`config.mk`:
```
export PLATFORM = sky130hd
export DESIGN_NAME = dbg_opt_loader
export DESIGN_NICKNAME = d
export VERILOG_FILES = /design/src/pkg/dbg_opt_pkg.sv /design/src/pkg/nvm_rd_if.sv /design/src/logic/dbg_opt_loader.sv /design/src/logic/opt_byte_decode.sv
export VERILOG_INCLUDE_DIRS = /design/src /design/src/pkg
export SDC_FILE = /design/constraint.sdc
export NUM_CORES = 1
export LEC_CHECK = 0
export BUFFER_PORTS_ARGS = -buffer_cell sky130_fd_sc_hd__buf_4
export CELL_PAD_IN_SITES_DETAIL_PLACEMENT = 1
export CELL_PAD_IN_SITES_GLOBAL_PLACEMENT = 1
export CORE_MARGIN = 8
export CORE_UTILIZATION = 26
export DETAILED_ROUTE_END_ITERATION = 10
export HOLD_SLACK_MARGIN = 0.12
export PLACE_DENSITY = 0.88
export REMOVE_ABC_BUFFERS = 1
export SKIP_LAST_GASP = 1
export SYNTH_ARGS = -nofsm -noshare
export SYNTH_HDL_FRONTEND = slang
export SYNTH_SLANG_ARGS = --single-unit
```
`constraint.sdc`:
```
create_clock -name clk -period 1.7 [get_ports clk]
set_clock_uncertainty 0.2 [all_clocks]
set_input_delay 0.085 -clock clk [delete_from_list [all_inputs] [get_ports clk]]
set_output_delay 0.085 -clock clk [all_outputs]
set_load 0.005 [all_outputs]
```
`src/pkg/dbg_opt_consts.svh`:
```
`ifndef DBG_OPT_CONSTS_SVH
`define DBG_OPT_CONSTS_SVH

// ----------------------------------------
// Option area addresses
// ----------------------------------------
`define OPT_AREA_BASE    17'h000C0
`define OPT_AREA_ALT     17'h010C0
`define OPT_DBG_ADDR     17'h000C3
`define OPT_DBG_ADDR_ALT 17'h010C3
`define OPT_DBG_IDX      2'h3

// ----------------------------------------
// Debug option byte fields
// ----------------------------------------
`define DBG_EN_BIT       7
`define DBG_ERSD_BIT     0
`define DBG_FIX_HI       6
`define DBG_FIX_LO       1
`define DBG_FIX_VAL      6'h02
`define DBG_VOL_MASK     6'h07
`define DBG_BYTE_RESET   8'h00

// ----------------------------------------
// Register map (word addresses)
// ----------------------------------------
`define REG_DBG_BYTE     4'h0
`define REG_STATUS       4'h1
`define REG_CTRL         4'h2
`define REG_ALT_BYTE     4'h3

`define ST_LOADED        0
`define ST_DBG_EN        1
`define ST_ERASE         2
`define ST_CFG_ERR       3
`define ST_SWAP          4
`define CTRL_SWAP        0

`endif

```
`src/pkg/dbg_opt_pkg.sv`:
```
package dbg_opt_pkg;
	typedef enum logic [1:0] {
		LD_IDLE = 2'b00,
		LD_REQ  = 2'b01,
		LD_WAIT = 2'b11,
		LD_DONE = 2'b10
	} load_state_e;

	typedef struct packed {
		logic dbgEnable;
		logic eraseOnFail;
		logic cfgError;
	} dbg_ctrl_s;
endpackage : dbg_opt_pkg

```
`src/pkg/nvm_rd_if.sv`:
```
`timescale 1ns/100ps
interface nvm_rd_if;
	logic        req;
	logic [16:0] addr;
	logic        ack;
	logic [7:0]  data;

	modport master (output req, output addr, input ack, input data);
	modport slave (input req, input addr, output ack, output data);
endinterface : nvm_rd_if

```
`src/logic/dbg_opt_loader.sv`:
```
// The Avalon-MM interface to the registers was chosen for this implementation.
`timescale 1ns/100ps
`include "dbg_opt_consts.svh"
// Operation
// RULE_01: Enable 0 and erase-control 0 keeps debugging disabled.
// RULE_02: Enable 1 and erase-control 0 enables debugging and erases flash on a failed ID check.
// RULE_03: Enable 1 and erase-control 1 enables debugging and keeps flash on a failed ID check.
// RULE_04: The programmer places enable at bit 7 and erase-control at bit 0.
// RULE_05: The programmer writes 000010B into bits 6 to 1; enable 0 with erase-control 1 is barred.
// RULE_06: Bits 3 to 1 may be overwritten while debugging, so they are not trusted afterwards; the code masks them on readback only while ocdActive is high.
// RULE_07: Under boot swap the byte is fetched from 010C3H instead of 000C3H.
// RULE_08: Under boot swap the whole four-byte option area moves to the 010C0H range.
// RULE_09: A byte of 85H decodes as debugging enabled without erase on failure.
// RULE_10: The byte is latched once after reset release and held until the next reset.
// RULE_11: A barred combination or wrong fixed pattern raises a configuration error.
module dbg_opt_loader (
	input  wire logic        clk,
	input  wire logic        rst,
	input  wire logic        bootSwap,
	input  wire logic        ocdActive,
	output logic             nvmReq,
	output logic      [16:0] nvmAddr,
	input  wire logic        nvmAck,
	input  wire logic  [7:0] nvmData,
	input  wire logic  [1:0] optIdx,
	output logic      [16:0] optAddr,
	output logic             cpuHold,
	output logic             dbgEnable,
	output logic             eraseOnFail,
	output logic             cfgError,
	input  wire logic  [3:0] avs_address,
	input  wire logic        avs_read,
	input  wire logic        avs_write,
	input  wire logic [31:0] avs_writedata,
	output logic      [31:0] avs_readdata,
	output logic             avs_waitrequest
);
	// ----------------------------------------
	// Pin sync
	// ----------------------------------------
	logic                        swapMeta_r;
	logic                        swapSync_r;
	logic                        ocdMeta_r;
	logic                        ocdSync_r;

	always_ff @(posedge clk) begin
		swapMeta_r <= bootSwap;
		swapSync_r <= swapMeta_r;
		ocdMeta_r  <= ocdActive;
		ocdSync_r  <= ocdMeta_r;
	end

	// ----------------------------------------
	// Loader state
	// ----------------------------------------
	dbg_opt_pkg::load_state_e    state_r;
	dbg_opt_pkg::load_state_e    state_nxt;
	logic                  [7:0] byte_r;
	logic                  [7:0] byte_nxt;
	logic                        swap_r;
	logic                        swap_nxt;
	logic                        swCtrl_r;
	logic                        swCtrl_nxt;
	logic                        rdValid_r;
	logic                        rdValid_nxt;
	logic                 [31:0] rdData_r;
	logic                 [31:0] rdData_nxt;
	dbg_opt_pkg::dbg_ctrl_s      dec;
	dbg_opt_pkg::dbg_ctrl_s      ctrl_r;
	dbg_opt_pkg::dbg_ctrl_s      ctrl_nxt;
	nvm_rd_if                    nvm ();

	function automatic logic [16:0] areaAddr(input logic swap, input logic [1:0] idx);
		areaAddr = (swap ? `OPT_AREA_ALT : `OPT_AREA_BASE) | {15'h0000, idx};  // RULE_08
	endfunction : areaAddr

	// Decode the incoming byte so the controls land with it, never a cycle late
	opt_byte_decode u_dec (
		.optByte (byte_nxt),
		.ctrl    (dec)
	);

	assign nvm.ack  = nvmAck;
	assign nvm.data = nvmData;
	assign nvmReq   = nvm.req;
	assign nvmAddr  = nvm.addr;

	always_comb begin
		state_nxt = state_r;
		byte_nxt  = byte_r;
		swap_nxt  = swap_r;
		ctrl_nxt  = ctrl_r;
		case (state_r)
			dbg_opt_pkg::LD_IDLE: begin
				swap_nxt  = swapSync_r | swCtrl_r;
				state_nxt = dbg_opt_pkg::LD_REQ;
			end
			dbg_opt_pkg::LD_REQ: begin
				state_nxt = dbg_opt_pkg::LD_WAIT;
			end
			dbg_opt_pkg::LD_WAIT: begin
				if (nvm.ack) begin
					byte_nxt  = nvm.data;                 // RULE_10
					ctrl_nxt  = dec;                      // RULE_10
					state_nxt = dbg_opt_pkg::LD_DONE;
				end
			end
			dbg_opt_pkg::LD_DONE: begin
				// Hold forever; only reset restarts the fetch
				state_nxt = dbg_opt_pkg::LD_DONE;        // RULE_10
			end
			default: begin
				state_nxt = dbg_opt_pkg::LD_IDLE;
			end
		endcase
	end

	always_ff @(posedge clk) begin
		if (rst) begin
			state_r <= dbg_opt_pkg::LD_IDLE;
			byte_r  <= `DBG_BYTE_RESET;
			swap_r  <= 1'b0;
			ctrl_r  <= '0;
		end else begin
			state_r <= state_nxt;
			byte_r  <= byte_nxt;
			swap_r  <= swap_nxt;
			ctrl_r  <= ctrl_nxt;
		end
	end

	logic loaded;
	assign loaded   = (state_r == dbg_opt_pkg::LD_DONE);
	assign nvm.req  = (state_r == dbg_opt_pkg::LD_WAIT);
	assign nvm.addr = swap_r ? `OPT_DBG_ADDR_ALT : `OPT_DBG_ADDR;  // RULE_07
	assign optAddr  = areaAddr(swap_r, optIdx);                    // RULE_08
	assign cpuHold  = ~loaded;                                     // RULE_10

	// Decoded outputs only valid once loaded; disabled before
	assign dbgEnable   = loaded & ctrl_r.dbgEnable;   // RULE_01
	assign eraseOnFail = loaded & ctrl_r.eraseOnFail; // RULE_02
	assign cfgError    = loaded & ctrl_r.cfgError;    // RULE_11

	// ----------------------------------------
	// Avalon-MM slave
	// ----------------------------------------
	// Reads answer one cycle later; writes never stall
	always_comb begin
		swCtrl_nxt  = swCtrl_r;
		rdValid_nxt = 1'b0;
		rdData_nxt  = rdData_r;
		if (avs_write && avs_address == `REG_CTRL)
			swCtrl_nxt = avs_writedata[`CTRL_SWAP];
		if (avs_read && !rdValid_r) begin
			rdValid_nxt = 1'b1;
			rdData_nxt  = 32'h0000_0000;
			case (avs_address)
				`REG_DBG_BYTE: begin
					// Bits 3 to 1 may be rewritten by the debugger; mask them while ocdActive is high
					rdData_nxt[7:0] = ocdSync_r
						? (byte_r & ~{1'b0, `DBG_VOL_MASK, 1'b0})  // RULE_06
						: byte_r;
				end
				`REG_STATUS: begin
					rdData_nxt[`ST_LOADED]  = loaded;
					rdData_nxt[`ST_DBG_EN]  = dbgEnable;
					rdData_nxt[`ST_ERASE]   = eraseOnFail;
					rdData_nxt[`ST_CFG_ERR] = cfgError;
					rdData_nxt[`ST_SWAP]    = swap_r;
				end
				`REG_CTRL: begin
					rdData_nxt[`CTRL_SWAP] = swCtrl_r;
				end
				`REG_ALT_BYTE: begin
					rdData_nxt[16:0] = nvm.addr;
				end
				default: begin
					rdData_nxt = 32'h0000_0000;
				end
			endcase
		end
	end

	always_ff @(posedge clk) begin
		if (rst) begin
			swCtrl_r  <= 1'b0;
			rdValid_r <= 1'b0;
			rdData_r  <= 32'h0000_0000;
		end else begin
			swCtrl_r  <= swCtrl_nxt;
			rdValid_r <= rdValid_nxt;
			rdData_r  <= rdData_nxt;
		end
	end

	assign avs_readdata    = rdData_r;
	assign avs_waitrequest = avs_read & ~rdValid_r;

	// ----------------------------------------
	// Checks
	// ----------------------------------------
	a_prohibited_flags: assert property (@(posedge clk) disable iff (rst)
		(loaded && !byte_r[`DBG_EN_BIT] && byte_r[`DBG_ERSD_BIT]) |-> cfgError) // RULE_11
		else $error("barred combination not flagged");
	a_fixed_pattern: assert property (@(posedge clk) disable iff (rst)
		(loaded && byte_r[`DBG_FIX_HI:`DBG_FIX_LO] != `DBG_FIX_VAL) |-> cfgError) // RULE_11
		else $error("bad fixed pattern not flagged");
	a_disable_decode: assert property (@(posedge clk) disable iff (rst)
		(loaded && byte_r[`DBG_EN_BIT] == 1'b0) |-> !dbgEnable && !eraseOnFail) // RULE_01
		else $error("debug not disabled");
	a_erase_decode: assert property (@(posedge clk) disable iff (rst)
		(loaded && byte_r[`DBG_EN_BIT] && !byte_r[`DBG_ERSD_BIT])
		|-> dbgEnable && eraseOnFail) // RULE_02
		else $error("erase mode wrong");
	a_keep_decode: assert property (@(posedge clk) disable iff (rst)
		(loaded && byte_r[`DBG_EN_BIT] && byte_r[`DBG_ERSD_BIT])
		|-> dbgEnable && !eraseOnFail) // RULE_03
		else $error("keep mode wrong");
	a_byte_85h: assert property (@(posedge clk) disable iff (rst)
		(loaded && byte_r == 8'h85) |-> dbgEnable && !eraseOnFail && !cfgError) // RULE_09
		else $error("85H decoded wrong");
	a_swap_address: assert property (@(posedge clk) disable iff (rst)
		nvm.req |-> nvm.addr == (swap_r ? `OPT_DBG_ADDR_ALT : `OPT_DBG_ADDR)) // RULE_07
		else $error("fetch address wrong");
	a_area_redirect: assert property (@(posedge clk) disable iff (rst)
		swap_r |-> optAddr[16:2] == `OPT_AREA_ALT >> 2) // RULE_08
		else $error("area not redirected");
	a_latch_hold: assert property (@(posedge clk) disable iff (rst)
		loaded |=> loaded && $stable(byte_r) && $stable(dbgEnable)) // RULE_10
		else $error("latched byte changed");
	a_hold_release: assert property (@(posedge clk) disable iff (rst)
		(state_r == dbg_opt_pkg::LD_WAIT && nvm.ack) |-> ##2 !cpuHold) // RULE_10
		else $error("cpu hold not released");
	a_volatile_mask: assert property (@(posedge clk) disable iff (rst)
		(avs_read && !rdValid_r && ocdSync_r && avs_address == `REG_DBG_BYTE)
		|=> avs_readdata[3:1] == 3'h0) // RULE_06
		else $error("volatile bits not masked");
endmodule : dbg_opt_loader

```
`src/logic/opt_byte_decode.sv`:
```
`timescale 1ns/100ps
`include "dbg_opt_consts.svh"
module opt_byte_decode (
	input  wire logic              [7:0] optByte,
	output dbg_opt_pkg::dbg_ctrl_s       ctrl
);
	logic       enBit;
	logic       ersdBit;
	logic [5:0] fixBits;

	always_comb begin
		enBit   = optByte[`DBG_EN_BIT];
		ersdBit = optByte[`DBG_ERSD_BIT];
		fixBits = optByte[`DBG_FIX_HI:`DBG_FIX_LO];
		ctrl.dbgEnable   = enBit;                       // RULE_01 RULE_02 RULE_03 RULE_09
		ctrl.eraseOnFail = enBit & ~ersdBit;            // RULE_02 RULE_03
		ctrl.cfgError    = (~enBit & ersdBit)           // RULE_11
			| (fixBits != `DBG_FIX_VAL);
	end
endmodule : opt_byte_decode

```
; After elaboration in Yosys (flattened, before gate mapping)
; Cells that the tools add are included.
[classes]
n_eq_ne = 8
n_mux = 12
bitwise = 13
n_reduce_logical = 6
[op_table]
columns = operator, n
row1 = 13-bit two-way mux, 2
row2 = 8-bit two-way mux, 2
row3 = 13-bit by 2-bit OR with 13-bit output, 1
row4 = 4-bit one-hot mux with 3 select lines, 1
row5 = "4-bit by 2-bit == test with 1-bit output, second input constant", 2
row6 = 2-bit one-hot mux with 4 select lines, 1
row7 = 1-bit bitwise AND, 6
row8 = "6-bit by 2-bit inequality test with 1-bit output, second input constant", 1
row9 = 3-bit one-hot mux with 2 select lines, 1
row10 = 5-bit two-way mux, 1
row11 = "2-bit == test, second input constant", 2
row12 = "4-bit by 1-bit == test with 1-bit output, second input constant", 1
row13 = 4-bit logical NOT, 1
row14 = 4-bit two-way mux, 1
row15 = 1-bit NOT, 4
row16 = 1-bit one-hot mux with 4 select lines, 1
row17 = "2-bit by 1-bit == test with 1-bit output, second input constant", 1
row18 = 1-bit logical AND, 2
row19 = 2-bit logical NOT, 1
row20 = 2-bit two-way mux, 1
row21 = "2-bit by 1-bit inequality test with 1-bit output, second input constant", 1
row22 = 1-bit OR, 2
row23 = 2-bit AND reduction, 1
row24 = 1-bit logical NOT, 1
row25 = 1-bit two-way mux, 1
[word_totals]
ff_bits = 37
out_inout_bits = 72

; Longest topological paths before layout
[depth]
word_depth = 5
ltp_mapped = 6

; By module
; A second synthesis with hierarchy kept.
[hier_totals]
cells_unflattened = 184
hier_area_um2 = 1707.9
[modules_own_cells]
columns = module, n_inst, cells_per_inst, area_per_inst_um2, seq_area_each_um2
row1 = dbg_opt_loader, 1, 178, 1664.1, 580.6
row2 = opt_byte_decode, 1, 6, 43.8, 0.0

; Worst setup path after synthesis
; OpenSTA, ideal clock, no wires.
[synth_path]
kind = flip-flop to flip-flop
startpoint = reg state_r[1]
endpoint = reg rdData_r[1] (netlist: avs_readdata[1])
setup_ns = 0.117
arrival_ns = 1.011
setup_slack_ns = 0.372
path_stages_with_launch = 5
synth_period_minus_slack_ns = 1.328
cell_sequence = dfxtp_1 nor2b_2 a21o_2 a22o_1 a22o_1
[synth_via]
elab_chain_len = 3
[synth_rtl]
columns = element, line_no
row1 = "start, declared", dbg_opt_loader.sv:56  ; dbg_opt_pkg::load_state_e state_r;
row2 = "start signal, assigned", dbg_opt_loader.sv:120  ; state_r <= dbg_opt_pkg::LD_IDLE;
row3 = "start signal, assigned", dbg_opt_loader.sv:125  ; state_r <= state_nxt;
row4 = 2-bit == test, dbg_opt_loader.sv:133  ; assign loaded = (state_r == dbg_opt_pkg::LD_DONE);
row5 = 1-bit bitwise AND, dbg_opt_loader.sv:140  ; assign dbgEnable = loaded & ctrl_r.dbgEnable;
row6 = 4-bit one-hot mux with 3 select lines, dbg_opt_loader.sv:157  ; case (avs_address)
row7 = "end signal, assigned", dbg_opt_loader.sv:192  ; rdData_r <= rdData_nxt;
row8 = "end, declared", dbg_opt_loader.sv:66  ; logic [31:0] rdData_r;
; No other way between the ends.
; A chain may end at the register's enable or synchronous reset.

; Worst setup path after layout
[layout_path]
startpoint = in avs_address[3]
endpoint = reg rdData_r[1] (netlist: avs_readdata[1])
[layout_via]
elab_chain_len = 2
word_cells_on_any_way = 4
classes_between = eq/ne (2) / mux (1) / reduce/logical (1)
[layout_rtl]
columns = element, line_no
row1 = "start, declared", dbg_opt_loader.sv:31  ; input wire logic [3:0] avs_address,
row2 = "4-bit by 2-bit == test with 1-bit output, or another cell as far along", dbg_opt_loader.sv:157
row3 = 4-bit one-hot mux with 3 select lines *, dbg_opt_loader.sv:157
; Mark *: on every way between the ends. The rest lies on a longest branch, timed or not.

==> metrics.md <==
| Metric | Value |
|---|---|
| Outcome | complete, no violations |
| Pwr per Cell Area | between 700 and 800 mW/mm2 |
| Async S/R FF share, synth | 0 |
| Initial drt markers | 40 |
| WS Path Type | input port to flip-flop |
| Final wirelength | 4370 um |
| Antenna violations before repair | 0 |
| First-pass GRT wire length | 6670 um |
| Critical path cell sequence | buf_4 -> dlygate4sd3_1 -> or2_4 -> nor4_2 -> a22o_1 -> a22o_1 |
| Post-synth EDFFs | 0 |
| Longest Clk Path Bufs | 2 |
| Vias | between 1,000 and 1,500 |
| Post-placement setup slack | between 200 and 250 ps |
| RSZ-0062 raised after global routing | false |
| Remaining Overflow, GRT | 0 |
| Synth Cell Area | 0.00160 mm2 |
| Final hold violation count | 0 |
| CTS tree | yes |
| Effective utilization at floorplan | 0.270 |
| ANT nets after route | 0 |
| CP Data Required Time | ~1700 ps |
| Ys Warns | 0 |
| TritonCTS Sinks | 29 |
| WL/cell | 13.6 um |
| Tcrit/Tclk final | 0.960 |
| MaxCap Viol Count | 0 |
| Setup TNS | 0 ps |
| Max Slew Vio Count | 0 |
| Clock-pin transition on the worst setup and hold timing paths | 60 ps |
| Vias in the first global route | between 1,000 and 1,500 |
| Synthesized flop and latch total | 29 |
| Slowest stage delay, CP | around 600 ps |
| Peak VDD IR | ~0.00027 V |
| Port bufs | 36 |
| Crit. End Element | flip-flop |
| Maximum clock rate | 613 MHz |
| CP max stage cell | dlygate4sd3_1 |
| Area Overhead vs Synth | 27.3% |
| Non-filler cells in the finished layout | 322 |
| Main flop type after synthesis | dfxtp_1 |
| Crit path top cell by count | a22o_1 |
| Row count | 28 |
| Residual DRC | 0 |
| Post-CTS sizing | 0 |
| Leakage | 0.000906 uW |
| Post-synthesis instance total | 190 |
| Setup bufs post-CTS | 0 |
| Final Setup Violations | 0 |
| Hold WC Path Type | flip-flop to flip-flop |
| DIE WIDTH | 94.4 um |
| Core ar. | just under 0.006 mm2 |
| Filler Cell Count | about 740 |
| Die footprint | between 0.008 and 0.009 mm2 |
| Final worst slack | 67.9 ps |
| DP Wirelength | 3370 um |
| Largest net degree at the start of global routing | 24 |
| Critical Path Start Type | input port |
| Fin nets | 300 |
| Placed Cells | ~290 |
| Buf/Inv on CP | 2 |
| Cell family with most CP delay | buffers and inverters |
| N_diodes | 0 |
| GR Util All Layers | 0.0950 |
| Final core utilization | 0.344 |
| Mean Syn Cell Area | about 8.4 um2 |
| Sequential element share of the synthesized area | 0.363 |
| Tmin final | 1630 ps |
| Vias per cell | between 3 and 4 |
| CTS H-tree lvls | 2 |
| # IOs | 125 |
| Drt first pass iters | 3 |
| Layout cell share with drive strength beyond 1 | 0.206 |
| Clock Latency Late Sink | ~270 ps |
| Worst-path maximum fanout | 4 |
| Gp weighted congestion | approximately 0.76 |
| CTS Buf Count | 5 |
| Critical Path AT | approximately 1700 ps |
| Library cells used by synthesis | 36 |
| Die H | 94.4 um |
| Root Driver | clkbuf_8 |
## final timing paths
check	startpoint	endpoint	slack, ps	cells past startpoint
worst min-delay path	ocdMeta_r	ocdSync_r	140	0
worst max-delay path	avs_address[3]	avs_readdata[1]	70	6
worst min register to register	ocdMeta_r	ocdSync_r	140	0
worst max register to register	state_r[0]	ctrl_r[0]	230	4
## worst register-to-register path, cell delays in order, from the launching register on
cell and delay [ps]:
dfxtp_1 430, and2_1 180, nand2_1 90, nor4b_1 320, a211oi_1 120
## routing by layer
layer / track usage / routed length, um
met1: 0.0910 / 1710
met2: 0.176 / 2210
met3: 0.0333 / 335
met4: 0.0462 / 114
met5: 0 / 0
## through the flow
stage	power, uW	cell area (um2)	hold slack (ps)
floorplan	810	1320	-87.3
global placement	901	1690	-30.0
detailed placement	908	1690	-30.0
CTS	1520	2030	132
global route	1580	2030	138
finish	1500	2030	135
## cell usage after synthesis (all sizes together), types with 3 or more instances
cell     n  area share
a22o     3       0.016
nor4     3       0.025
nor2    12       0.028
buf     62        0.29
inv      3      0.0070
a211oi   3       0.014
nand2   25       0.059
a21oi   14       0.044
dfxtp   29        0.36
o21ai    7       0.022
and2     4       0.016
## flip-flops by register name, summed over array words and instances, names as in the netlist
register,cells
swap_r,1
swapMeta_r,1
ctrl_r,3
swapSync_r,1
ocdSync_r,1
byte_r,8
avs_readdata,9
rdValid_r,1
state_r,2
swCtrl_r,1
ocdMeta_r,1
## repair_timing
item                                    CTS  global route
hold buffers                             26             0
hold endpoints to repair                 29             0
endpoints found under the setup margin    0             3
## cell usage in the layout (no fill, tap or decap), drive strengths merged, types with 2 or more instances in the layout
| cell type | n |
|---|---|
| a211oi | 3 |
| a21oi | 14 |
| a22o | 3 |
| a31oi | 2 |
| a32oi | 2 |
| and2 | 4 |
| buf | 37 |
| clkbuf | 7 |
| conb | 53 |
| dfxtp | 29 |
| dlygate4sd3 | 26 |
| inv | 3 |
| mux2i | 2 |
| nand2 | 25 |
| nand2b | 2 |
| nor2 | 12 |
| nor2b | 2 |
| nor4 | 3 |
| o21ai | 7 |
## report_power, final
part | internal [uW] | switching (uW)
combinational | 110 | 118
sequential | 703 | 16.6
clock | 320 | 234
total | 1130 | 369
## area by class of cell
cell class                 count  area (um2)  share of cell area
multi-input combinational    145         724               0.356
sequential                    29         581               0.285
timing repair buffer          63         538               0.264
tap                           75        93.8              0.0461
clock buffer                   7        86.3              0.0424
inverter                       3        11.3             0.00554
## cell families after synthesis
| logic type | share of synthesized area |
|---|---|
| buf+inv | 0.303 |
| simple gates | 0.189 |
| compound gates | 0.121 |
| flops | 0.363 |
| mux | 0.0196 |
| other cells | 0.00470 |
Power figures use the tool's default switching activity.
